File: src/sas_pkg.sv
/*
  Package for the shear alarm supervisor: register offsets, reset values,
  trip cause codes, timing constants and carrier structs.
  Assumes a 125 MHz pclk and APB with 32-bit data.
*/
package sas_pkg;
  // ==========================================================
  // Timing
  localparam int CLK_MHZ = 125;
  localparam int DISP_SCAN_US = 100;
  localparam int DISP_SCAN_CYC = DISP_SCAN_US * CLK_MHZ;
  localparam int BLINK_SCANS = 2500;
  localparam int MARK_LIMIT = 10;

  // ==========================================================
  // Register byte offsets
  localparam logic [7:0] OFS_CTRL = 8'h00;
  localparam logic [7:0] OFS_STATUS = 8'h04;
  localparam logic [7:0] OFS_CAUSE = 8'h08;
  localparam logic [7:0] OFS_IRQ_STAT = 8'h0C;
  localparam logic [7:0] OFS_IRQ_MASK = 8'h10;
  localparam logic [7:0] OFS_MIN_POS = 8'h14;
  localparam logic [7:0] OFS_ALARM_POS = 8'h18;
  localparam logic [7:0] OFS_SYNC_ERR = 8'h1C;
  localparam logic [7:0] OFS_CAR_POS = 8'h20;
  localparam logic [7:0] OFS_IDX_DIST = 8'h24;
  localparam logic [7:0] OFS_ERR_MIN = 8'h28;
  localparam logic [7:0] OFS_ERR_MAX = 8'h2C;

  // Control bits
  localparam int CTRL_AUTO = 0;
  localparam int CTRL_PMARK = 1;
  localparam int CTRL_CLEAR = 2;

  // Interrupt bits
  localparam int IRQ_TRIP = 0;
  localparam int IRQ_OVERTRAVEL = 1;
  localparam int IRQ_INDEX = 2;

  // ==========================================================
  // Trip cause codes, as read from the cause register
  localparam logic [1:0] CAUSE_NONE = 2'h0;
  localparam logic [1:0] CAUSE_NOT_HOME = 2'h1;
  localparam logic [1:0] CAUSE_MIN_POS = 2'h2;
  localparam logic [1:0] CAUSE_MARK_OVF = 2'h3;

  localparam logic [31:0] RST_MIN_POS = 32'h8000_0000;
  localparam logic [31:0] RST_ALARM_POS = 32'h7FFF_FFFF;
  localparam logic [31:0] ERR_MIN_INIT = 32'h7FFF_FFFF;
  localparam logic [31:0] ERR_MAX_INIT = 32'h8000_0000;

  typedef enum logic [1:0] {SAS_RUN, SAS_TRIP} sas_state_t;

  // Quadrature pins of one encoder, with index
  typedef struct packed {
    logic a;
    logic b;
    logic z;
  } sas_enc_t;

  // Machine signals
  typedef struct packed {
    logic reset_in;
    logic reset_button;
    logic cycle_start;
    logic at_home;
    logic mark_seen;
    logic mark_home;
    logic cut_done;
  } sas_mach_t;
endpackage

File: src/sas_top.sv
/*
  Alarm and trip supervisor for a flying shear carriage controller.
  Holds the trip latch, overtravel alarm, position counters, diagnostic
  registers, deviation display and an APB register slave.
  Assumes encoder and machine pins are asynchronous to pclk, and that the
  carriage set-point count (schedule) comes from logic on pclk.
*/
// Contract
// - On trip, ready output goes low and stays low until trip clears.
// - While tripped, analogue speed output is forced to zero.
// - While tripped, closed-loop control and motion commands stop.
// - While tripped, the two centre display indicators blink.
// - While tripped, registers stay reachable and the trip cause is readable.
// - Reset input, reset button or power cycle leave the trip state.
// - Trip again at once if the cause persists after clearing.
// - In automatic production, trip when carriage reaches the minimum position.
// - Trip when a cycle is due but carriage is not home.
// - In print-mark mode, trip when more than ten marks are pending.
// - In automatic mode, raise carriage alarm when moving forward past preset.
// - Overtravel alarm only asserts its output; no stop, no trip.
// - Index distance holds line pulse count between consecutive index pulses.
// - Record min and max position error between ready-to-cut and cut done.
// - Refresh deviation display from sync error every 100 microseconds.
// - Carriage position counter counts carriage pulses and is readable.
// - Index distance uses fourfold edge counting of the line encoder.
// - Readable signed sync error is schedule minus actual carriage position.
`timescale 1ns/1ns
module sas_top #(
  parameter int DISP_SCAN = sas_pkg::DISP_SCAN_CYC,
  parameter int BLINK_LEN = sas_pkg::BLINK_SCANS,
  parameter int LED_N = 8
) (
  input wire logic pclk,
  input wire logic presetn,
  input wire logic clk_en,
  input wire logic psel,
  input wire logic penable,
  input wire logic pwrite,
  input wire logic [7:0] paddr,
  input wire logic [31:0] pwdata,
  input wire logic [3:0] pstrb,
  output logic [31:0] prdata,
  output logic pready,
  output logic pslverr,
  input wire sas_pkg::sas_enc_t line_enc,
  input wire sas_pkg::sas_enc_t car_enc,
  input wire sas_pkg::sas_mach_t mach,
  input wire logic [31:0] schedule_pos,
  input wire logic [11:0] speed_cmd,
  input wire logic ctl_active,
  output logic ready,
  output logic ready_to_cut,
  output logic [11:0] speed_out,
  output logic ctl_enable,
  output logic car_alarm,
  output logic [LED_N-1:0] led,
  output logic irq
);
  // ==========================================================
  // Pin synchronisers: two flops before any logic
  localparam int NSYNC = 13;
  logic [NSYNC-1:0] sync1;
  logic [NSYNC-1:0] sync2;
  logic [NSYNC-1:0] prev;
  wire logic [NSYNC-1:0] raw_pins = {line_enc, car_enc, mach};
  // Zero after reset, so a pin already high shows one edge at release

  always_ff @(posedge pclk or negedge presetn) begin
    if (!presetn) begin
      sync1 <= '0;
      sync2 <= '0;
      prev <= '0;
    end else if (clk_en) begin
      sync1 <= raw_pins;
      sync2 <= sync1;
      prev <= sync2;
    end
  end

  sas_pkg::sas_enc_t ln;
  sas_pkg::sas_enc_t ln_q;
  sas_pkg::sas_enc_t cr;
  sas_pkg::sas_enc_t cr_q;
  sas_pkg::sas_mach_t mc;
  sas_pkg::sas_mach_t mc_q;
  assign ln = sync2[12:10];
  assign cr = sync2[9:7];
  assign mc = sync2[6:0];
  assign ln_q = prev[12:10];
  assign cr_q = prev[9:7];
  assign mc_q = prev[6:0];

  // Quadrature decode, x4: returns +1, -1 or 0 as a 2-bit code
  function automatic logic [1:0] quad(input logic a0, input logic b0,
                                      input logic a1, input logic b1);
    logic [3:0] t;
    t = {a0, b0, a1, b1};
    unique case (t)
      4'b0001, 4'b0111, 4'b1110, 4'b1000: quad = 2'b01;
      4'b0010, 4'b1011, 4'b1101, 4'b0100: quad = 2'b11;
      default: quad = 2'b00;
    endcase
  endfunction

  function automatic logic [31:0] step(input logic [31:0] v, input logic [1:0] d);
    step = (d == 2'b01) ? v + 32'h0000_0001 :
           (d == 2'b11) ? v - 32'h0000_0001 : v;
  endfunction

  wire logic [1:0] line_dir = quad(ln_q.a, ln_q.b, ln.a, ln.b);
  wire logic [1:0] car_dir = quad(cr_q.a, cr_q.b, cr.a, cr.b);
  wire logic line_idx = ln.z & ~ln_q.z;
  wire logic clr_evt = (mc.reset_in & ~mc_q.reset_in) |
                       (mc.reset_button & ~mc_q.reset_button);
  wire logic cut_start = mc.cycle_start & ~mc_q.cycle_start;
  wire logic cut_done_rise = mc.cut_done & ~mc_q.cut_done;

  // ==========================================================
  // Software registers
  logic [2:0] ctrl;
  logic [31:0] min_pos;
  logic [31:0] alarm_pos;
  logic [2:0] irq_stat;
  logic [2:0] irq_mask;
  logic clr_sw;

  wire logic bus_wr = psel & penable & pwrite;
  wire logic auto_mode = ctrl[sas_pkg::CTRL_AUTO];
  wire logic pmark_mode = ctrl[sas_pkg::CTRL_PMARK];

  // ==========================================================
  // Counters
  logic [31:0] car_pos;
  logic [31:0] line_cnt;
  logic [31:0] idx_dist;
  logic idx_seen;
  logic [4:0] marks;
  logic [31:0] sync_err;
  logic [31:0] err_min;
  logic [31:0] err_max;
  logic window;
  logic tripped;

  wire logic [31:0] next_car_pos = step(car_pos, car_dir);
  wire logic [31:0] next_sync_err = schedule_pos - next_car_pos;

  always_ff @(posedge pclk or negedge presetn) begin
    if (!presetn) begin
      car_pos <= '0;
      line_cnt <= '0;
      idx_dist <= '0;
      idx_seen <= 1'b0;
      sync_err <= '0;
    end else if (clk_en) begin
      car_pos <= next_car_pos;
      sync_err <= next_sync_err;
      if (line_idx) begin
        line_cnt <= '0;
        idx_seen <= 1'b1;
        // The first index only arms the measurement
        if (idx_seen) begin
          idx_dist <= step(line_cnt, line_dir);
        end
      end else begin
        line_cnt <= step(line_cnt, line_dir);
      end
    end
  end

  // Pending marks between sensor and home; saturates at 31, well past the limit
  wire logic mark_in = mc.mark_seen & ~mc_q.mark_seen;
  wire logic mark_out = mc.mark_home & ~mc_q.mark_home;
  always_ff @(posedge pclk or negedge presetn) begin
    if (!presetn) begin
      marks <= '0;
    end else if (clk_en) begin
      if (mark_in && !mark_out && marks != 5'h1F) begin
        marks <= marks + 5'h01;
      end else if (mark_out && !mark_in && marks != 5'h00) begin
        marks <= marks - 5'h01;
      end
    end
  end

  // Error extremes over the cut window
  // A trip closes the window early; the extremes keep their values
  always_ff @(posedge pclk or negedge presetn) begin
    if (!presetn) begin
      window <= 1'b0;
      err_min <= sas_pkg::ERR_MIN_INIT;
      err_max <= sas_pkg::ERR_MAX_INIT;
    end else if (clk_en) begin
      if (cut_start && !tripped) begin
        window <= 1'b1;
        err_min <= next_sync_err;
        err_max <= next_sync_err;
      end else if (window) begin
        if ($signed(next_sync_err) < $signed(err_min)) err_min <= next_sync_err;
        if ($signed(next_sync_err) > $signed(err_max)) err_max <= next_sync_err;
        if (cut_done_rise || tripped) window <= 1'b0;
      end
    end
  end

  // ==========================================================
  // Trip supervision
  sas_pkg::sas_state_t state;
  logic [1:0] cause;
  // Clearing only returns to run; a lasting cause trips again next cycle
  assign tripped = (state == sas_pkg::SAS_TRIP);

  wire logic hit_min = auto_mode && ($signed(car_pos) <= $signed(min_pos));
  wire logic not_home = cut_start && !mc.at_home;
  wire logic mark_ovf = pmark_mode && (marks > 5'(sas_pkg::MARK_LIMIT));
  wire logic [1:0] new_cause = hit_min ? sas_pkg::CAUSE_MIN_POS :
                               mark_ovf ? sas_pkg::CAUSE_MARK_OVF :
                               not_home ? sas_pkg::CAUSE_NOT_HOME : sas_pkg::CAUSE_NONE;
  wire logic clearing = clr_evt | clr_sw;

  always_ff @(posedge pclk or negedge presetn) begin
    if (!presetn) begin
      state <= sas_pkg::SAS_RUN;
      cause <= sas_pkg::CAUSE_NONE;
    end else if (clk_en) begin
      unique case (state)
        sas_pkg::SAS_RUN: begin
          if (new_cause != sas_pkg::CAUSE_NONE) begin
            state <= sas_pkg::SAS_TRIP;
            cause <= new_cause;
          end
        end
        sas_pkg::SAS_TRIP: begin
          if (clearing) begin
            state <= sas_pkg::SAS_RUN;
            cause <= sas_pkg::CAUSE_NONE;
          end
        end
      endcase
    end
  end

  // ==========================================================
  // Outputs
  logic [31:0] scan_cnt;
  logic [31:0] blink_cnt;
  logic blink;
  wire logic scan_tick = (scan_cnt == 32'(DISP_SCAN - 1));

  // Bar position: error clamped to the LED span around centre
  localparam int HALF = LED_N / 2;
  function automatic logic [LED_N-1:0] bar(input logic [31:0] e);
    logic [LED_N-1:0] r;
    r = '0;
    if ($signed(e) >= HALF) r[LED_N-1] = 1'b1;
    else if ($signed(e) < -HALF) r[0] = 1'b1;
    else r[HALF + int'($signed(e))] = 1'b1;
    bar = r;
  endfunction

  wire logic [LED_N-1:0] centre = {{(LED_N-HALF-1){1'b0}}, 2'b11, {(HALF-1){1'b0}}};

  always_ff @(posedge pclk or negedge presetn) begin
    if (!presetn) begin
      scan_cnt <= '0;
      blink_cnt <= '0;
      blink <= 1'b0;
      led <= '0;
    end else if (clk_en) begin
      scan_cnt <= scan_tick ? '0 : scan_cnt + 32'h0000_0001;
      if (scan_tick) begin
        if (blink_cnt == 32'(BLINK_LEN - 1)) begin
          blink_cnt <= '0;
          blink <= ~blink;
        end else begin
          blink_cnt <= blink_cnt + 32'h0000_0001;
        end
        led <= tripped ? (blink ? centre : '0) : bar(sync_err);
      end
    end
  end

  // A fresh cause drops ready and speed on the same edge that sets the latch
  wire logic moving_fwd = (car_dir == 2'b01);
  always_ff @(posedge pclk or negedge presetn) begin
    if (!presetn) begin
      ready <= 1'b0;
      speed_out <= '0;
      ctl_enable <= 1'b0;
      car_alarm <= 1'b0;
      ready_to_cut <= 1'b0;
    end else if (clk_en) begin
      ready <= !tripped && new_cause == sas_pkg::CAUSE_NONE;
      speed_out <= (tripped || new_cause != sas_pkg::CAUSE_NONE) ? '0 : speed_cmd;
      ctl_enable <= !tripped && new_cause == sas_pkg::CAUSE_NONE && ctl_active;
      ready_to_cut <= window & ~cut_done_rise;
      // Alarm only flags; it feeds no trip cause
      if (auto_mode && moving_fwd && $signed(next_car_pos) > $signed(alarm_pos)) begin
        car_alarm <= 1'b1;
      end else if (!auto_mode || $signed(next_car_pos) <= $signed(alarm_pos)) begin
        car_alarm <= 1'b0;
      end
    end
  end

  // ==========================================================
  // APB slave: zero wait states, stays live while tripped
  wire logic ovt_rise = auto_mode && moving_fwd && !car_alarm &&
                        $signed(next_car_pos) > $signed(alarm_pos);
  wire logic [2:0] irq_evt = {line_idx, ovt_rise, new_cause != sas_pkg::CAUSE_NONE && !tripped};
  wire logic hit_ctrl = paddr == sas_pkg::OFS_CTRL;
  wire logic hit_min_r = paddr == sas_pkg::OFS_MIN_POS;
  wire logic hit_alarm = paddr == sas_pkg::OFS_ALARM_POS;
  wire logic hit_istat = paddr == sas_pkg::OFS_IRQ_STAT;
  wire logic hit_imask = paddr == sas_pkg::OFS_IRQ_MASK;
  wire logic [31:0] wmask = {{8{pstrb[3]}}, {8{pstrb[2]}}, {8{pstrb[1]}}, {8{pstrb[0]}}};

  logic [31:0] rd_mux;
  logic rd_ok;
  always_comb begin
    rd_ok = 1'b1;
    unique case (paddr)
      sas_pkg::OFS_CTRL: rd_mux = {29'h0, ctrl};
      sas_pkg::OFS_STATUS: rd_mux = {25'h0, marks, car_alarm, tripped};
      sas_pkg::OFS_CAUSE: rd_mux = {30'h0, cause};
      sas_pkg::OFS_IRQ_STAT: rd_mux = {29'h0, irq_stat};
      sas_pkg::OFS_IRQ_MASK: rd_mux = {29'h0, irq_mask};
      sas_pkg::OFS_MIN_POS: rd_mux = min_pos;
      sas_pkg::OFS_ALARM_POS: rd_mux = alarm_pos;
      sas_pkg::OFS_SYNC_ERR: rd_mux = sync_err;
      sas_pkg::OFS_CAR_POS: rd_mux = car_pos;
      sas_pkg::OFS_IDX_DIST: rd_mux = idx_dist;
      sas_pkg::OFS_ERR_MIN: rd_mux = err_min;
      sas_pkg::OFS_ERR_MAX: rd_mux = err_max;
      default: begin
        rd_mux = '0;
        rd_ok = 1'b0;
      end
    endcase
  end

  always_ff @(posedge pclk or negedge presetn) begin
    if (!presetn) begin
      ctrl <= '0;
      clr_sw <= 1'b0;
      min_pos <= sas_pkg::RST_MIN_POS;
      alarm_pos <= sas_pkg::RST_ALARM_POS;
      irq_stat <= '0;
      irq_mask <= '0;
      irq <= 1'b0;
      prdata <= '0;
      pready <= 1'b0;
      pslverr <= 1'b0;
    end else if (clk_en) begin
      pready <= psel & ~penable;
      pslverr <= psel & ~penable & ~rd_ok;
      prdata <= (psel && !penable && !pwrite) ? rd_mux : '0;
      clr_sw <= bus_wr && pready && hit_ctrl && pstrb[0] && pwdata[sas_pkg::CTRL_CLEAR];
      if (bus_wr && pready) begin
        if (hit_ctrl && pstrb[0]) ctrl <= pwdata[2:0] & 3'b011;
        if (hit_min_r) min_pos <= (min_pos & ~wmask) | (pwdata & wmask);
        if (hit_alarm) alarm_pos <= (alarm_pos & ~wmask) | (pwdata & wmask);
        if (hit_imask && pstrb[0]) irq_mask <= pwdata[2:0];
      end
      // Set wins over a write-one clear in the same cycle
      irq_stat <= (irq_stat & ~((bus_wr && pready && hit_istat && pstrb[0]) ?
                   pwdata[2:0] : 3'b000)) | irq_evt;
      irq <= |(irq_stat & irq_mask);
    end
  end
endmodule // sas_top

File: config.mk
export PLATFORM = sky130hd
export DESIGN_NAME = sas_top
export DESIGN_NICKNAME = d
export VERILOG_FILES = /design/src/sas_pkg.sv /design/src/sas_top.sv
export SDC_FILE = /design/constraint.sdc
export NUM_CORES = 1
export LEC_CHECK = 0
export ABC_AREA = 1
export BUFFER_PORTS_ARGS = -buffer_cell sky130_fd_sc_hd__buf_2
export CORE_MARGIN = 2
export CORE_UTILIZATION = 62
export DETAILED_ROUTE_END_ITERATION = 8
export PLACE_DENSITY = 0.81
export SYNTH_ARGS = -nofsm -noshare
export SYNTH_HDL_FRONTEND = slang
export SYNTH_SLANG_ARGS = --single-unit
File: constraint.sdc
create_clock -name pclk -period 6.05 [get_ports pclk]
set_input_delay 1.815 -clock pclk [delete_from_list [all_inputs] [get_ports pclk]]
set_output_delay 1.815 -clock pclk [all_outputs]
set_load 0.005 [all_outputs]
# Word level (Yosys, flattened, before mapping)
# Memories as Yosys holds them, arrays and structs flattened.
# Index checks and enable logic that the tools add are counted.
classes:
  n_bitwise: 35
  muxes: 41
  magnitude_cmp: 10
  reduce_logical: 62
  addsub: 10
  n_eq_ne: 21
op_table:
  columns: ["cell", "n"]
  rows:
  - ["two-way mux 32 bit", 14]
  - ["one-hot mux 32 bit (12 select lines)", 1]
  - ["adder 32 x 1 -> 32 bit, second input constant", 4]
  - ["AND 32 bit", 3]
  - ["greater-than comparator 32 bit", 2]
  - ["less-or-equal comparator 32 bit", 2]
  - ["bitwise OR 32 bit", 2]
  - ["subtractor 32 x 1 -> 32 bit, second input constant", 2]
  - ["adder 4 x 32 -> 32 bit, first input constant", 1]
  - ["equality test 32 x 12 -> 1 bit, second input constant", 1]
  - ["equality test 32 x 14 -> 1 bit, second input constant", 1]
  - ["equality test 8 x 5 -> 1 bit, second input constant", 4]
  - ["equality test 8 x 6 -> 1 bit, second input constant", 4]
  - [">= comparator 32 x 1 -> 1 bit, second input constant", 1]
  - [">= comparator 32 x 4 -> 1 bit, second input constant", 1]
  - ["< comparator 32 x 3 -> 1 bit, second input constant", 1]
  - ["< comparator 32 bit", 1]
  - ["< comparator 32 x 5 -> 1 bit, second input constant", 1]
  - ["NOT 32 bit", 1]
  - ["subtractor 32 bit", 1]
  - ["AND reduction 3 bit", 9]
  - ["logical AND 1 bit", 26]
  - ["equality test 8 x 4 -> 1 bit, second input constant", 2]
  - ["two-way mux 5 bit", 3]
  - ["other kinds (32)", 91]
totals:
  memories: 2
  wordCells: 214
  ff_bits: 439
  out_inout_bits: 59
  input_bits: 108
  rom_bits: 64
memory_table:
  columns: ["memory", "words", "word_bits", "read_ports", "rd_clocked_by_memory_dff", "write_ports", "line_no", "rtl"]
  rows:
  - ["(no name shown)", 16, 2, 1, 0, 0, "sas_top.sv:98", "unique case (t)"]
  - ["(no name shown)", 16, 2, 1, 0, 0, "sas_top.sv:98", null]

# Depth between registers and ports, before layout
# Gate-level depths: netlist of run 1.
logic_depth:
  depth_word: 9
  depth_mapped: 42
  depth_no_buf: 41

# Worst setup path after synthesis of run 1
# No wires, ideal clock.
synth_timing:
  kind: "input-to-reg"
  from: "in schedule_pos[0]"
  to: "reg err_max[0]"
  setup_ns: 0.123
  path_slack_ns: 0.414
  cell_stages: 30
  t_arrival_ns: 5.513
  path_cell_list: "inv_1 > ha_1 > fa_1 > o21ai_0 > nand3_1 > nand2_1 > nand3_1 > nand2_1 > nand3_1 > nand2_1 > nand3_2 > nand2_4 > nand2_2 > nand2_4 > nand2_2 > nand2_1 > nand2_2 > and2_1 > ha_1 > nand4_1 > nor3_1 > and3_1 > o21ai_1 > nand3_1 > nand3b_1 > a21oi_1 > buf_2 > inv_1 > nand2_1 > o21ai_1"
synth_between:
  elab_chain_cells: 4
synth_rtl:
  columns: ["element", "line_no", "rtl"]
  rows:
  - ["start: declaration", "sas_top.sv:48", "input wire logic [31:0] schedule_pos,"]
  - ["subtractor 32 bit", "sas_top.sv:145", "wire logic [31:0] next_sync_err = schedule_pos - next_car_pos;"]
  - ["via next_sync_err[30]", "sas_top.sv:145", null]
  - ["greater-than comparator 32 bit", "sas_top.sv:199", "if ($signed(next_sync_err) > $signed(err_max)) err_max <= next_sync_err;"]
  - ["nonzero test 2 bit (no source line)", null, null]
  - ["AND reduction 3 bit (no source line)", null, null]
  - ["end signal: assignment", "sas_top.sv:191", "err_max <= sas_pkg::ERR_MAX_INIT;"]
  - ["end signal: assignment", "sas_top.sv:196", "err_max <= next_sync_err;"]
  - ["end signal: assignment", "sas_top.sv:199", null]
  - ["end: declaration", "sas_top.sv:140", "logic [31:0] err_max;"]
# The timed path passes the listed nets, and every way through them passes these cells. The select of a mux whose other input is x is not followed.
# A chain may end at the register's enable or synchronous reset.

# Final worst setup path of run 1
layout_timing:
  from: "reg sync2[8]"
  to: "reg err_max[5]"
layout_between:
  elab_chain_cells: 8
layout_rtl:
  columns: ["element", "line_no", "rtl"]
  rows:
  - ["start: declaration", "sas_top.sv:63", "logic [NSYNC-1:0] sync2;"]
  - ["start signal: assignment", "sas_top.sv:75", "sync2 <= sync1;"]
  - ["memory read (16 x 2 bit) (*)", null, null]
  - ["equality test 2 bit", "sas_top.sv:107", "(d == 2'b11) ? v - 32'h0000_0001 : v;"]
  - ["two-way mux 32 bit", "sas_top.sv:107", null]
  - ["two-way mux 32 bit (*)", "sas_top.sv:106", "step = (d == 2'b01) ? v + 32'h0000_0001 :"]
  - ["subtractor 32 bit (*)", "sas_top.sv:145", null]
  - ["via next_sync_err[14]", "sas_top.sv:145", null]
  - ["greater-than comparator 32 bit (*)", "sas_top.sv:199", null]
  - ["nonzero test 2 bit (no source line) (*)", null, null]
  - ["AND reduction 3 bit (no source line) (*)", null, null]
# The timed path passes the listed nets; every way through them passes the cells marked *. The select of a mux whose other input is x is not followed.

==> flow_metrics.tcl, run 1 <==
set metrics [dict create \
    crit_path_max_incr_delay_ns 0.38 \
    netlist_area_um2 28130 \
    holdPathEnd "err_min[28]" \
    overflow 0 \
    multi_input_area_um2 15220 \
    synth_area_leaders "dfrtp_1, nand2_1, ha_1" \
    fmax_mhz 168.5 \
    grt_max_degree 111 \
    max_cap_viol_count 0 \
    grt_antenna_before_repair 2 \
    slew_headroom 0.1134 \
    synth-main-ff-cell "dfrtp_1" \
    cts_root_buf "clkbuf_16" \
    clkTransAtPathRegs_ns 0.06 \
    clockBufferDepth 3 \
    synthAdderAreaFrac 0.07972 \
    ant_nets 0 \
    synth.avg_cell_area_um2 7.670 \
    yosys.area.top_type "dfrtp_1" \
    htreeDepth 2 \
    cts_tree "yes" \
    power_density_nw_per_um2 531.9 \
    slowest_stage "dfrtp_1" \
    hold_viol 0 \
    via_per_inst 6.062 \
    syn_inst 3667 \
    status "complete, no violations" \
    synth-seq-area-share 0.3890 \
    portBuffers 165 \
    worst-path-buf-inv 11 \
    placed_cell_area_um2 30630 \
    fin_nets 4265 \
    ys_warn_count 0 \
    finalSetupViolCount 0 \
    core_region_area_um2 45090 \
    syn-num-nets 3953 \
    numClockSinks 434 \
    timing.final.ws_setup_ns 0.1165 \
    drcViolationCount 0 \
    mostFrequentLayoutCells "nand2_1, inv_1, dfrtp_1" \
    final_cell_area_um2 33190 \
    vias 27976 \
    vdd_drop_max_mv 0.3512 \
    power_mw 17.66 \
    synth_xor_area_frac 0.04965 \
    layout.cells.most_common "nand2_1" \
    register_area_um2 10940 \
    cp.arrival_ns 6.46 \
    grt_usage 0.3973 \
    die_h_um 217.0 \
    yosys.cell_types.count 69 \
    die_w_um 217.0 \
    critical_path.top_delay_family "buffers and inverters" \
    place_hpwl_um 71150 \
    pre_cts_slack_ns -0.2041 \
    synth_top_family_by_area "simple AND/OR/NAND/NOR gates" \
    diodes 0 \
    die_area_um2 47080 \
    synth_mux_area_frac 0.0003559 \
    grt_pass1_vias 25670 \
    synth-edff-count 0 \
    insertion_delay_ns 0.60 \
    tightest_slew_ns 1.296 \
    yosys_register_bits 434 \
    required_ns 6.57 \
    wl_per_cell_um 21.08 \
    synth_compound_area_frac 0.1500 \
    numCtsBuffers 46 \
    r2r_start "sync2[8]" \
    skew_ns 0.01508 \
    finalMaxSlewViolations 0 \
    hold_start "err_min[28]" \
    synth_top_area_frac 0.3292 \
    fin_hold_ws_ns 0.4698 \
    endpoint_kind "flip-flop" \
    io_pins 167 \
    cp-start-kind "flip-flop" \
    worstSetupPathType "reg -> reg" \
    grt_pass1_wl_um 143800 \
    async_reset_ff_frac 1.000 \
    wl_um 97280 \
    critical_path_cell_count 38 \
    layout-drive-gt1-share 0.1811 \
    place_congestion 1.050 \
    hold_path.class "reg -> reg" \
    initial_core_util 0.6238 \
    dr.pass1.iters 8 \
    p_leak_nw 15.75 \
    regToRegSetupSlack_ns 0.12 \
    r2r_end "err_max[5]" \
    min_period_ns 5.934 \
    path_max_fanout 10 \
    fillers 3624 \
    finalCritPeriodShare 0.9807 \
    drtIter0Drc 3451 \
    yosys.area_share.simple 0.2428 \
    reg2regPathDepth 38 \
    whs_path_depth 2 \
    synthToLayoutAreaGrowth_pct 18.02 \
    setup_tns_ns 0 \
    core.rowCount 78 \
]
-- per-layer routing --
metal | global-route usage | vias up | share of wire
li1 | - | 12853 | -
met1 | 0.5407 | 13247 | 0.39
met2 | 0.6157 | 1555 | 0.44
met3 | 0.08553 | 317 | 0.11
met4 | 0.1699 | 4 | 0.049
met5 | 0 | - | 0.0011
-- worst reg2reg max path: cells and delay by family, from the launching register on --
family | cells | cell delay [ns]
buffers and inverters | 11 | 1.55
AND/OR/NAND/NOR | 13 | 1.50
AO/OA/AOI/OAI | 10 | 1.48
adder cells (fa/ha/maj) | 3 | 0.73
flip-flops | 1 | 0.38
XOR/XNOR | 1 | 0.23
-- worst max path at each step --
| stage | from | end | slack (ns) |
|---|---|---|---|
| CTS | sync2[8] | err_max[1] | 0.005 |
| global route | sync2[8] | err_max[1] | -0.19 |
| floorplan | schedule_pos[0] | err_max[0] | 0.41 |
| detailed placement | schedule_pos[0] | err_max[14] | -0.20 |
| finish | sync2[8] | err_max[5] | 0.12 |
| global placement | schedule_pos[0] | err_max[12] | -0.10 |
-- timing repair --
| item | in CTS | in global routing |
|---|---|---|
| gates cloned | 2 | 8 |
| setup buffers | 5 | 29 |
| resized for setup | 19 | 128 |
| setup endpoints to repair | 32 | 64 |
| pin swaps | 3 | 39 |
| hold buffers | 0 | 0 |
-- cells in the mapped netlist, drive strengths merged (3+ instances only) --
cell type and number:
a2111oi 26, a211oi 15, a21boi 3, a21o 4, a21oi 118, a221oi 10, a22o 6, a31oi 16
and2 8, buf 28, clkbuf 87, dfrtp 370, dfstp 64, ha 176, inv 537, nand2 823
nand3 181, nand3b 9, nand4 85, nor2 251, nor3 102, nor3b 4, nor4 40, o2111ai 3
o211ai 12, o21a 6, o21ai 378, o21bai 7, o221ai 10, o22ai 99, o31ai 12, or2 4
xnor2 12, xor2 144
-- through the flow --
step,util,std cells
3_3_place_gp,0.6794,4488
2_1_floorplan,-,3667
5_1_grt,0.7362,4615
3_5_place_dp,0.6794,4488
4_1_cts,0.7166,4579
6_report,0.7362,4615
-- report_power, final --
part,switching [mW],total [mW],leakage (nW),internal (mW)
registers,0.729,4.42,5.35,3.69
clock network,1.22,2.85,0.731,1.63
logic,6.37,10.4,9.67,4.01
total,8.32,17.7,15.8,9.34
-- final cells by class --
class | count | share of cell area
clock inverter | 16 | 0.005089
inverter | 539 | 0.06118
clock buffer | 68 | 0.03962
timing repair buffer | 379 | 0.08315
sequential | 434 | 0.3297
tap | 600 | 0.02262
multi-input combinational | 2579 | 0.4586
-- logic make-up (layout without fill, tap and decap cells) --
group	count (synthesis)	after routing
muxes	1	1
DFF	434	434
xor gates and xnor gates	156	156
AOI/OAI and AO/OA	732	732
and+or+nand+nor	1512	1512
adders and majority gates	178	178
buffers and inverters	654	1002
Note: power is estimated with default switching activity, not from simulation.
==> run 2: changes to the inputs <==
CORE_UTILIZATION = 56   (was 62)
PLACE_DENSITY = 0.77   (was 0.81)
clock period = 5.1 ns   (was 6.05 ns; I/O delays follow)
==> flow_metrics.tcl, run 2 (synthesized netlist as in run 1, its figures left out) <==
set metrics [dict create \
    hold_viol 0 \
    insertion_delay_ns 0.60 \
    cpMostUsedCell "nand2_4" \
    timing.final.ws_setup_ns -0.9322 \
    cts_root_buf "clkbuf_16" \
    cp-start-kind "flip-flop" \
    worstSetupPathType "reg -> reg" \
    required_ns 5.62 \
    skew_ns 0.02805 \
    power_density_nw_per_um2 647.7 \
    wl_per_cell_um 20.27 \
    io_pins 167 \
    synthToLayoutAreaGrowth_pct 24.49 \
    layout.cells.most_common "nand2_1" \
    dr.pass1.iters 6 \
    grt_antenna_before_repair 2 \
    slew_headroom 0.3380 \
    max_cap_viol_count 0 \
    wl_um 98580 \
    regToRegSetupSlack_ns -0.93 \
    clockBufferDepth 3 \
    vdd_drop_max_mv 0.3950 \
    htreeDepth 2 \
    via_per_inst 5.866 \
    fin_nets 4437 \
    place_hpwl_um 71650 \
    p_leak_nw 16.77 \
    hold_path.class "reg -> reg" \
    drcViolationCount 0 \
    utilization 0.7022 \
    die_area_um2 52030 \
    overflow 0 \
    numClockSinks 434 \
    mostFrequentLayoutCells "nand2_1, inv_1, dfrtp_1" \
    finalSetupViolCount 64 \
    portBuffers 165 \
    initial_core_util 0.5641 \
    dp.cells 4719 \
    clkTransAtPathRegs_ns 0.06 \
    layout-drive-gt1-share 0.2263 \
    die_h_um 228.1 \
    grt_max_degree 103 \
    rsz0062_at_grt "yes" \
    min_period_ns 6.032 \
    cp.arrival_ns 6.55 \
    crit_path_max_incr_delay_ns 0.45 \
    path_max_fanout 15 \
    cts_tree "yes" \
    fillers 4029 \
    slowest_stage "ha_2" \
    fmax_mhz 165.8 \
    status "finished, violations left" \
    grt_usage 0.3741 \
    whs_path_depth 2 \
    ant_nets 0 \
    fin_hold_ws_ns 0.4662 \
    vias 28534 \
    drtIter0Drc 3257 \
    fin_cells 4864 \
    finalMaxSlewViolations 0 \
    die_w_um 228.1 \
    core_region_area_um2 49860 \
    violations "negative setup slack" \
    numCtsBuffers 48 \
    grt_pass1_wl_um 152500 \
    core.rowCount 82 \
    endpoint_kind "flip-flop" \
    final_cell_area_um2 35010 \
    tightest_slew_ns 0.9680 \
    place_congestion 1.006 \
    reg2regPathDepth 36 \
    grt_pass1_vias 27854 \
    finalCritPeriodShare 1.183 \
    placed_cell_area_um2 32040 \
]
-- run 2: critical path: cells and delay by family, from the launching register on --
kind                     cells  cell delay (ns)
adder cells (fa/ha/maj)      3             0.91
buffers and inverters       11             1.78
AO/OA/AOI/OAI                5             0.80
flip-flops                   1             0.40
AND/OR/NAND/NOR             16             1.79
XOR/XNOR                     1             0.28
-- run 2: cell type report --
class | count | area (um^2) | share of cell area
antenna | 3 | 7.507 | 0.0002144
inverter | 539 | 2031 | 0.05800
multi-input combinational | 2579 | 15460 | 0.4417
timing repair buffer | 548 | 4093 | 0.1169
tap | 672 | 840.8 | 0.02401
timing repair inverter | 1 | 7.507 | 0.0002144
clock buffer | 69 | 1371 | 0.03916
sequential | 434 | 10940 | 0.3125
clock inverter | 19 | 259.0 | 0.007397
-- run 2: what timing repair did --
| item | 4_1_cts | 5_1_grt |
|---|---|---|
| pin swaps | 17 | 31 |
| resized for setup | 148 | 68 |
| hold buffers | 0 | 0 |
| setup endpoints to repair | 64 | 64 |
| gates cloned | 10 | 0 |
| buffers inserted | 38 | 11 |
-- run 2: final timing paths --
path / startpoint / endpoint
setup / recovery: sync2[8] / err_max[12]
hold / removal: idx_seen / idx_seen
setup reg to reg: sync2[8] / err_max[12]
hold reg to reg: idx_seen / idx_seen
max in group asynchronous: presetn / asynchronous set/reset pin
min in group asynchronous: presetn / err_max[3]
-- run 2: layer usage --
metal	GRT usage	up-vias	wire length, um
li1	-	13202	-
met3	0.06450	367	8456
met4	0.2263	0	6625
met5	0	-	0
met1	0.4815	13548	39140
met2	0.5924	1417	44360
-- run 2: where the power goes --
group	leakage, nW	switching, mW	internal (mW)	total, mW
registers	5.36	0.797	4.38	5.18
logic	10.6	8.00	5.85	13.8
clock network	0.803	1.48	2.17	3.66
-- run 2: per-stage QoR --
step                setup TNS [ns]  worst slack [ns]  total power [mW]
global route                -68.04            -1.112             24.07
floorplan                 -0.06589          -0.01059             11.89
finish                      -56.93           -0.9322             22.68
detailed placement          -36.09           -0.5978             16.83
CTS                         -28.38           -0.4998             21.70
global placement            -29.47           -0.4933             16.52
